**src/hdl/rism_map.vh**
```
// Register offsets, field positions, reset values and timing of the reader interrupt block
`ifndef RISM_MAP_VH
`define RISM_MAP_VH

// ************************************************************
// Register offsets on the host register port
// ************************************************************
`define RISM_OFS_MAIN_MASK 6'h14
`define RISM_OFS_TIMER_MASK 6'h15
`define RISM_OFS_ERR_MASK 6'h16
`define RISM_OFS_MAIN_IRQ 6'h17
`define RISM_OFS_TIMER_IRQ 6'h18
`define RISM_OFS_ERR_IRQ 6'h19

// ************************************************************
// Reset values and read-clear patterns
// ************************************************************
`define RISM_RST_BYTE 8'h00
`define RISM_MAIN_MASK_USED 8'hfc
`define RISM_ALL_CLR 8'hff

// ************************************************************
// Summary register bit positions
// ************************************************************
`define RISM_MAIN_OSC 7
`define RISM_MAIN_WL 6
`define RISM_MAIN_RXS 5
`define RISM_MAIN_RXE 4
`define RISM_MAIN_TXE 3
`define RISM_MAIN_COL 2
`define RISM_MAIN_TIM 1
`define RISM_MAIN_ERR 0

// ************************************************************
// Timer and field event register bit positions
// ************************************************************
`define RISM_TIM_DCT 7
`define RISM_TIM_NRE 6
`define RISM_TIM_GPE 5
`define RISM_TIM_EON 4
`define RISM_TIM_EOF 3
`define RISM_TIM_CAC 2
`define RISM_TIM_CAT 1
`define RISM_TIM_NFCT 0

// ************************************************************
// Error and wake-up bit positions
// ************************************************************
`define RISM_ERR_CRC 7
`define RISM_ERR_PAR 6
`define RISM_ERR_SOFT 5
`define RISM_ERR_HARD 4
`define RISM_ERR_WT 3
`define RISM_ERR_WAM 2
`define RISM_ERR_WPH 1
`define RISM_ERR_WCAP 0

// ************************************************************
// Timing
// ************************************************************
`define RISM_CLK_MHZ 250
`define RISM_GUARD_TIME_NS 5000

`endif

```
**src/hdl/rism_flag_bank.v**
```verilog
// Bank of sticky event flags; a set beats a bit clear, clear-all beats a set
`timescale 1ns/1ps

module rism_flag_bank #(
  parameter WIDTH = 8
) (
  input wire clk,
  input wire sys_rst,
  input wire clr_all,
  input wire [WIDTH-1:0] clr_bits,
  input wire [WIDTH-1:0] set_bits,
  output reg [WIDTH-1:0] flags_q
);

  reg [WIDTH-1:0] flags_d;

  // A set in the clearing cycle survives, so no event is lost to a read
  always @*
  begin
    if (clr_all)
    begin
      flags_d = {WIDTH{1'b0}};
    end
    else
    begin
      flags_d = (flags_q & ~clr_bits) | set_bits;
    end
  end

  // Flag storage
  always @(posedge clk or posedge sys_rst)
  begin
    if (sys_rst)
    begin
      flags_q <= {WIDTH{1'b0}};
    end
    else
    begin
      flags_q <= flags_d;
    end
  end

endmodule

```
**src/hdl/rism_irq_ctrl.v**
```verilog
// Interrupt flag, mask and read-clear logic of the reader front end
//
// Overview of operation
// - Error/wake-up mask bits 7..0 each silence one error or wake-up cause.
// - Error/wake-up mask resets to zero at power-up and set-default.
// - Summary bit 7 sets when the started oscillator becomes stable.
// - Summary bit 6 sets while receiving when the FIFO nears full.
// - Summary bit 6 also sets while sending when the FIFO nears empty.
// - Summary bits 5..2: receive start, receive end, send end, bit collision.
// - Summary bit 1 shows some timer/field flag is set.
// - Summary bit 0 shows some error/wake-up flag is set.
// - Summary and timer/field registers clear at power-up and set-default.
// - Reading the summary clears bits 7..2 and keeps bits 1 and 0.
// - Summary bits 1 and 0 clear only via reading their detail register or set-default.
// - Timer/field bits 7..5: command done, no-response and general timer expiry.
// - Timer/field bit 4 on external field rise, bit 3 on its drop.
// - Timer/field bit 2 when a field is sensed during collision avoidance.
// - Timer/field bit 1 after guard time once own field switched on.
// - Timer/field bit 0 when target mode recognises the initiator bit rate.
// - Timer/field register clears to zero when it is read.
// - Main mask bits 7..2 silence the matching summary causes.
// - Timer/field mask silences each timer/field flag at the same position.
// - Error/wake-up status bits 7..0 report causes in mask bit order.
`timescale 1ns/1ps
`include "rism_map.vh"

module rism_irq_ctrl #(
  parameter ADDR_W = 6,
  parameter GUARD_NS = `RISM_GUARD_TIME_NS
) (
  input wire clk,
  input wire sys_rst,
  // Host register port
  input wire [ADDR_W-1:0] reg_addr,
  input wire reg_wr,
  input wire reg_rd,
  input wire [7:0] reg_wdata,
  output reg [7:0] reg_rdata_q,
  // Direct command restoring defaults
  input wire set_default_cmd,
  // Oscillator
  input wire osc_en,
  input wire osc_stable,
  // Transceiver and FIFO
  input wire rx_active,
  input wire tx_active,
  input wire fifo_near_full,
  input wire fifo_near_empty,
  input wire rx_start_evt,
  input wire rx_end_evt,
  input wire tx_end_evt,
  input wire bit_col_evt,
  // Timers and field detectors
  input wire cmd_done_evt,
  input wire nrt_expire_evt,
  input wire gpt_expire_evt,
  input wire ext_field_on,
  input wire ca_active,
  input wire ca_field_switched_evt,
  input wire bitrate_found_evt,
  // Error and wake-up causes, bit order as the status register
  input wire [7:0] err_wake_evt,
  // Interrupt request
  output reg irq_q
);

  // ************************************************************
  // Timing constants
  // ************************************************************
  // Least guard time, rounded up to whole cycles
  localparam integer GUARD_CYC_RAW = (GUARD_NS * `RISM_CLK_MHZ + 999) / 1000;
  localparam integer GUARD_CYC = (GUARD_CYC_RAW < 1) ? 1 : GUARD_CYC_RAW;
  localparam [15:0] GUARD_LAST = GUARD_CYC[15:0] - 16'h0001;

  // Guard state machine, one-hot
  localparam [1:0] ST_IDLE = 2'b01;
  localparam [1:0] ST_WAIT = 2'b10;

  // ************************************************************
  // Address decode
  // ************************************************************
  wire sel_main_mask = (reg_addr == `RISM_OFS_MAIN_MASK);
  wire sel_timer_mask = (reg_addr == `RISM_OFS_TIMER_MASK);
  wire sel_err_mask = (reg_addr == `RISM_OFS_ERR_MASK);
  wire sel_main_irq = (reg_addr == `RISM_OFS_MAIN_IRQ);
  wire sel_timer_irq = (reg_addr == `RISM_OFS_TIMER_IRQ);
  wire sel_err_irq = (reg_addr == `RISM_OFS_ERR_IRQ);

  // Read strobes that carry a clearing side effect
  wire rd_main_irq = reg_rd & sel_main_irq;
  wire rd_timer_irq = reg_rd & sel_timer_irq;
  wire rd_err_irq = reg_rd & sel_err_irq;

  // ************************************************************
  // Mask registers
  // ************************************************************
  reg [7:0] main_mask_q;
  reg [7:0] timer_mask_q;
  reg [7:0] error_wakeup_irq_mask_q;

  // Named views of the mask fields
  wire mask_soft_framing;
  wire mask_hard_framing;
  wire mask_wake_timer;

  assign mask_soft_framing = error_wakeup_irq_mask_q[`RISM_ERR_SOFT];
  assign mask_hard_framing = error_wakeup_irq_mask_q[`RISM_ERR_HARD];
  assign mask_wake_timer = error_wakeup_irq_mask_q[`RISM_ERR_WT];

  // Masks load on write; set-default restores all to unmasked
  always @(posedge clk or posedge sys_rst)
  begin
    if (sys_rst)
    begin
      main_mask_q <= `RISM_RST_BYTE;
      timer_mask_q <= `RISM_RST_BYTE;
      error_wakeup_irq_mask_q <= `RISM_RST_BYTE;
    end
    else if (set_default_cmd)
    begin
      main_mask_q <= `RISM_RST_BYTE;
      timer_mask_q <= `RISM_RST_BYTE;
      error_wakeup_irq_mask_q <= `RISM_RST_BYTE;
    end
    else if (reg_wr)
    begin
      if (sel_main_mask)
      begin
        main_mask_q <= reg_wdata & `RISM_MAIN_MASK_USED;
      end
      if (sel_timer_mask)
      begin
        timer_mask_q <= reg_wdata;
      end
      if (sel_err_mask)
      begin
        error_wakeup_irq_mask_q <= reg_wdata;
      end
    end
  end

  // ************************************************************
  // Edge detection of level sources
  // ************************************************************
  reg osc_stable_q;
  reg water_cond_q;
  reg ext_field_q;
  reg ca_sense_q;
  wire water_cond;
  wire ca_sense;

  // Water level means near full on receive, near empty on send
  assign water_cond = (rx_active & fifo_near_full) | (tx_active & fifo_near_empty);
  assign ca_sense = ca_active & ext_field_on;

  // Previous values; inputs are synchronous so no synchroniser is needed
  always @(posedge clk or posedge sys_rst)
  begin
    if (sys_rst)
    begin
      osc_stable_q <= 1'b0;
      water_cond_q <= 1'b0;
      ext_field_q <= 1'b0;
      ca_sense_q <= 1'b0;
    end
    else
    begin
      osc_stable_q <= osc_stable;
      water_cond_q <= water_cond;
      ext_field_q <= ext_field_on;
      ca_sense_q <= ca_sense;
    end
  end

  // Only a stable edge after software enabled the oscillator counts
  wire osc_rise = osc_en & osc_stable & ~osc_stable_q;
  wire water_rise = water_cond & ~water_cond_q;
  wire field_rise = ext_field_on & ~ext_field_q;
  wire field_fall = ~ext_field_on & ext_field_q;
  wire ca_col_rise = ca_sense & ~ca_sense_q;

  // ************************************************************
  // Guard timer after own field switch-on
  // ************************************************************
  reg [1:0] guard_st_q;
  reg [1:0] guard_st_d;
  reg [15:0] guard_cnt_q;
  reg [15:0] guard_cnt_d;
  reg guard_done;

  // A collision seen while waiting aborts the wait, the field lost the race
  always @*
  begin
    guard_st_d = guard_st_q;
    guard_cnt_d = guard_cnt_q;
    guard_done = 1'b0;
    case (guard_st_q)
      ST_IDLE:
      begin
        if (ca_field_switched_evt)
        begin
          guard_st_d = ST_WAIT;
          guard_cnt_d = 16'h0000;
        end
      end
      ST_WAIT:
      begin
        if (set_default_cmd | ca_col_rise)
        begin
          guard_st_d = ST_IDLE;
        end
        else if (guard_cnt_q == GUARD_LAST)
        begin
          guard_done = 1'b1;
          guard_st_d = ST_IDLE;
        end
        else
        begin
          guard_cnt_d = guard_cnt_q + 16'h0001;
        end
      end
      default:
      begin
        guard_st_d = ST_IDLE;
      end
    endcase
  end

  // Guard state and counter
  always @(posedge clk or posedge sys_rst)
  begin
    if (sys_rst)
    begin
      guard_st_q <= ST_IDLE;
      guard_cnt_q <= 16'h0000;
    end
    else
    begin
      guard_st_q <= guard_st_d;
      guard_cnt_q <= guard_cnt_d;
    end
  end

  // ************************************************************
  // Event flag banks
  // ************************************************************
  wire [5:0] main_set;
  wire [7:0] timer_set;
  wire [5:0] main_flags;
  wire [7:0] timer_field_irq_status;
  wire [7:0] err_wake_status;

  // Summary causes in bit order 7..2
  assign main_set = {osc_rise, water_rise, rx_start_evt, rx_end_evt,
                     tx_end_evt, bit_col_evt};

  // Timer and field causes in bit order 7..0
  assign timer_set = {cmd_done_evt, nrt_expire_evt, gpt_expire_evt, field_rise,
                      field_fall, ca_col_rise, guard_done, bitrate_found_evt};

  // Summary bits 7..2 clear on a summary read
  rism_flag_bank #(
    .WIDTH(6)
  ) u_main_flags (
    .clk(clk),
    .sys_rst(sys_rst),
    .clr_all(set_default_cmd),
    .clr_bits({6{rd_main_irq}}),
    .set_bits(main_set),
    .flags_q(main_flags)
  );

  // Timer and field flags clear on their own read
  rism_flag_bank #(
    .WIDTH(8)
  ) u_timer_flags (
    .clk(clk),
    .sys_rst(sys_rst),
    .clr_all(set_default_cmd),
    .clr_bits({8{rd_timer_irq}}),
    .set_bits(timer_set),
    .flags_q(timer_field_irq_status)
  );

  // Error and wake-up flags clear on their own read
  rism_flag_bank #(
    .WIDTH(8)
  ) u_err_flags (
    .clk(clk),
    .sys_rst(sys_rst),
    .clr_all(set_default_cmd),
    .clr_bits({8{rd_err_irq}}),
    .set_bits(err_wake_evt),
    .flags_q(err_wake_status)
  );

  // ************************************************************
  // Summary view
  // ************************************************************
  wire [7:0] summary_irq_status;
  wire timer_any;
  wire err_any;

  // Bits 1 and 0 follow the detail registers, so only their reads or set-default clear them
  assign timer_any = |timer_field_irq_status;
  assign err_any = |err_wake_status;
  assign summary_irq_status = {main_flags, timer_any, err_any};

  // ************************************************************
  // Interrupt request
  // ************************************************************
  wire main_pend;
  wire timer_pend;
  wire err_pend;

  assign main_pend = |(main_flags & ~main_mask_q[7:2]);
  assign timer_pend = |(timer_field_irq_status & ~timer_mask_q);
  assign err_pend = |(err_wake_status & ~error_wakeup_irq_mask_q);

  // Registered so the pin never glitches; lags the flags by one cycle
  always @(posedge clk or posedge sys_rst)
  begin
    if (sys_rst)
    begin
      irq_q <= 1'b0;
    end
    else
    begin
      irq_q <= main_pend | timer_pend | err_pend;
    end
  end

  // ************************************************************
  // Read data
  // ************************************************************
  wire [7:0] rdata_d;

  // Unmapped offsets read as zero
  assign rdata_d = sel_main_mask ? main_mask_q :
                   sel_timer_mask ? timer_mask_q :
                   sel_err_mask ? error_wakeup_irq_mask_q :
                   sel_main_irq ? summary_irq_status :
                   sel_timer_irq ? timer_field_irq_status :
                   sel_err_irq ? err_wake_status : `RISM_RST_BYTE;

  // Captured on the same edge that clears, so the host sees the old flags
  always @(posedge clk or posedge sys_rst)
  begin
    if (sys_rst)
    begin
      reg_rdata_q <= `RISM_RST_BYTE;
    end
    else if (reg_rd)
    begin
      reg_rdata_q <= rdata_d;
    end
  end

endmodule

```
**config.mk**
```make
export PLATFORM = sky130hd
export DESIGN_NAME = rism_irq_ctrl
export DESIGN_NICKNAME = d
export VERILOG_FILES = /design/src/hdl/rism_flag_bank.v /design/src/hdl/rism_irq_ctrl.v
export VERILOG_INCLUDE_DIRS = /design/src /design/src/hdl
export SDC_FILE = /design/constraint.sdc
export NUM_CORES = 1
export LEC_CHECK = 0
export BUFFER_PORTS_ARGS = -buffer_cell sky130_fd_sc_hd__buf_2
export CAP_MARGIN = 10
export CORE_MARGIN = 1
export CORE_UTILIZATION = 40
export DETAILED_ROUTE_END_ITERATION = 16
export GPL_ROUTABILITY_DRIVEN = 0
export PLACE_DENSITY = 0.66
export SLEW_MARGIN = 0
export SYNTH_ARGS = -nofsm -noshare
export SYNTH_HDL_FRONTEND = slang
export SYNTH_HIERARCHICAL = 1
export SYNTH_SLANG_ARGS = --single-unit
```
**constraint.sdc**
```tcl
create_clock -name clk -period 2.05 [get_ports clk]
set_clock_uncertainty 0.1 [all_clocks]
set_input_delay 0.5125 -clock clk [delete_from_list [all_inputs] [get_ports clk]]
set_output_delay 0.5125 -clock clk [all_outputs]
set_load 0.02 [all_outputs]
```
==> key figures <==
Clock network
  • Worst skew pair latency: 360 ps
  • CTS tree: built
  • Clock root buffer: clkbuf_8
  • Post-CTS Resized: 0
  • Clk slew on worst S/H paths: 80 ps
  • Clock sink total: 75
  • Maximum buffer depth of the clock tree: 2
  • CTS buffer count: 9
  • H-tree Lvls: 3

Worst setup path
  • Critical Path Start: guard_cnt_q[1]$_DFFE_PP0P_
  • CP Max Fanout: 6
  • Reg-to-reg slack, setup: 210 ps
  • Crit path to: guard_cnt_q[1]$_DFFE_PP0P_
  • CP max stage delay: 410 ps
  • Worst path required time: 2220 ps
  • Max stage delay cell, worst path: dfrtp_1
  • Startpoint types: register
  • Data arrival, critical path: 2010 ps
  • Path depth of the worst reg2reg path: 7
  • CP cell instances: inv_1 > ha_1 > nor4b_1 > nand4_1 > buf_4 > a221o_1 > o21ai_0
  • Reg2reg end: guard_cnt_q[1]$_DFFE_PP0P_
  • Crit. End Element: register
  • WS Path Type: register to register
  • RR Startpoint: guard_cnt_q[1]$_DFFE_PP0P_

Synthesis
  • Post-synthesis sequential area ratio: 0.457
  • Largest cells by area after synthesis: dfrtp_1 (45%), nand2b_4 (7.4%), mux2i_1 (6.1%)
  • Leading area contributor after synthesis: dfrtp_1
  • Avg Inst Size Synth: 9.97 um2
  • Distinct cell type count after synthesis: 49
  • EDFF count, synth: 0
  • Flops & latches, synth: 75
  • Post-synthesis net count: 458
  • Synth cell count leaders: dfrtp_1 (74), inv_1 (50), nor2_1 (33)
  • Synth Cell Area: 4110 um2
  • Synth warn: 6
  • Cell with the most instances after synthesis: dfrtp_1
  • Syn Inst Count: 412
  • Post-synth top flop: dfrtp_1
  • Post-synthesis async set-or-reset flop share: 1.00
  • Synth top area share: 0.451

Routing
  • Final antenna-violating net count: 0
  • Detailed Route WL: 9750 um
  • Vias/cell: 5.34
  • DR iter-0 viols: 216
  • Post-route DRC: 0
  • Via count: 3296
  • Drt wl/cell: 15.8 um
  • Pre-antenna DRT Iters: 6

Die
  • # IOs: 53
  • Row Count: 36
  • Core area: 9860 um2
  • Width of the die: 103 um
  • Initial core utilization: 0.416
  • DIE HEIGHT: 103 um
  • Die ar.: 10700 um2

STA
  • Final Critical Period: 1840 ps
  • Rel. slew slack: 0.631
  • RSZ-0062 raised after global routing: false
  • Fmax achieved: 543 MHz
  • Slew at the pin closest to its max-slew limit: 554 ps
  • Final Max Tran Viols: 0
  • Fin crit share: 0.898
  • Final setup vio count: 0
  • Hold Violations, Final: 0
  • PnR worst setup slack: 209 ps
  • Setup TNS: 0 ps

Cells and area
  • Nets: 525
  • # diodes: 0
  • Area growth syn-to-layout: 17.6%
  • Post-route cell area: 4830 um2
  • Share of cells above drive strength 1: 0.277

Pwr
  • Sequential share of power: 0.509
  • Leakage: 2.29 nW
  • Peak supply drop: 0.314 mV
  • Sw Ratio: 0.264
  • Combinational power share: 0.122
  • Clock power frac: 0.369
  • Power Dens Cells: 658 nW/um2
  • NetSw: 0.000839 W
  • Int Pwr: 0.00234 W

Worst hold path
  • Worst hold path type: input pin to register
  • Hold path depth: 1

GRT
  • Grt met1 use: 0.268
  • GR Overflow Total: 0
  • Grt peak-use layer: met2
  • Vias in the first global route: 3177
  • M2 GR Usage: 0.319
  • Initial antenna violation count: 0
  • Largest net degree at the start of global routing: 45
  • First-pass GRT wire length: 15800 um
  • Overall routing resource usage: 0.201
  • Met3 global-route usage: 0.0470

Place
  • I/O Buffers: 52
  • Post-DP Area: 4610 um2
  • Dpl ws: 4.90 ps
  • DP HPWL: 7210 um

Job
  • Max cap viols: 0

Status
  • Status: finished, final reports clean
## registers in the layout, summed over array words and instances (netlist names)
name,count
reg_rdata_q,8
water_cond_q,1
u_err_flags/flags_q,8
ca_sense_q,1
osc_stable_q,1
timer_mask_q,8
error_wakeup_irq_mask_q,8
u_main_flags/flags_q,6
guard_cnt_q,16
guard_st_q,2
irq_q,1
main_mask_q,6
ext_field_q,1
u_timer_flags/flags_q,8
## cell families after synthesis
| logic type | after synthesis | share of synthesized area |
|---|---|---|
| AO/OA/AOI/OAI | 96 | 0.157 |
| XOR/XNOR | 3 | 0.00640 |
| adder cells (fa/ha/maj) | 2 | 0.00609 |
| buffers and inverters | 67 | 0.0661 |
| flip-flops | 75 | 0.457 |
| multiplexers | 30 | 0.0746 |
| AND/OR/NAND/NOR | 139 | 0.232 |
## cell usage in the layout, fill, tap and decap left out, types with 7 or more instances in the layout
cell type | synthesis | final
a21oi_1 | 27 | 27
a21oi_2 | 16 | 16
a221oi_1 | 10 | 10
buf_2 | 4 | 52
buf_4 | 0 | 19
clkbuf_8 | 0 | 11
dfrtp_1 | 74 | 74
inv_1 | 50 | 49
mux2i_1 | 25 | 25
nand2_1 | 14 | 14
nand2b_1 | 8 | 8
nand2b_4 | 22 | 22
nand3_1 | 10 | 10
nand4_1 | 7 | 7
nor2_1 | 33 | 33
o21ai_0 | 14 | 14
o22ai_1 | 11 | 11
or3_1 | 7 | 7
## worst min-delay path by stage
stage / startpoint / end / slack (ps)
global route: osc_stable / osc_stable_q$_DFF_PP0_ / 160
floorplan: sys_rst / u_main_flags/flags_q[0]$_DFF_PP0_ / 200
finish: osc_stable / osc_stable_q$_DFF_PP0_ / 170
CTS: osc_stable / osc_stable_q$_DFF_PP0_ / 150
global placement: osc_stable_q$_DFF_PP0_ / u_main_flags/flags_q[5]$_DFF_PP0_ / 380
detailed placement: water_cond_q$_DFF_PP0_ / u_main_flags/flags_q[4]$_DFF_PP0_ / 390
## critical path, delay by kind of cell, from the launching register on
family                     cells  cell delay [ps]
AOI/OAI and AO/OA              2              400
DFF                            1              410
and+or+nand+nor                2              440
adders and majority gates      1              140
buffers and inverters          2              270
## layout make-up
cell class / instances / area, um2
multi-input cells: 270 / 1960
flip-flops and latches: 75 / 1880
well taps: 133 / 166
inverters: 50 / 188
fillers: 963 / 5030
clock buffers: 12 / 155
clock inverters: 4 / 48.8
repair buffers: 73 / 433
## repair_timing
| item | in CTS | in global routing |
|---|---|---|
| setup endpoints to repair | 0 | 2 |
| endpoints found under the hold margin | 2 | 0 |
| buffers inserted | 0 | 1 |
| hold buffers | 1 | 0 |
## through the flow
stage | hold WS (ps) | instances | power, W | utilization
global route | 164 | 617 | 0.00333 | 0.490
global placement | 379 | 599 | 0.00202 | 0.467
CTS | 151 | 616 | 0.00321 | 0.489
floorplan | 203 | 412 | 0.00188 | -
finish | 172 | 617 | 0.00318 | 0.490
detailed placement | 388 | 599 | 0.00203 | 0.467
## layer usage
metal  share of wire  vias to the layer above  routed length, um
li1                -                     1575                  -
met1            0.46                     1583               4450
met2            0.47                      122               4550
met3           0.057                       16                557
met4           0.019                        0                186
met5               0                        -                  0
## power by group through the flow
stage               clock, W  combinational [W]  sequential [W]
finish               0.00117           0.000387         0.00162
detailed placement         0           0.000386         0.00165
CTS                  0.00120           0.000391         0.00162
floorplan                  0           0.000240         0.00164
global placement           0           0.000377         0.00164
global route         0.00127           0.000435         0.00163
Note: power is estimated with default switching activity, not from simulation.
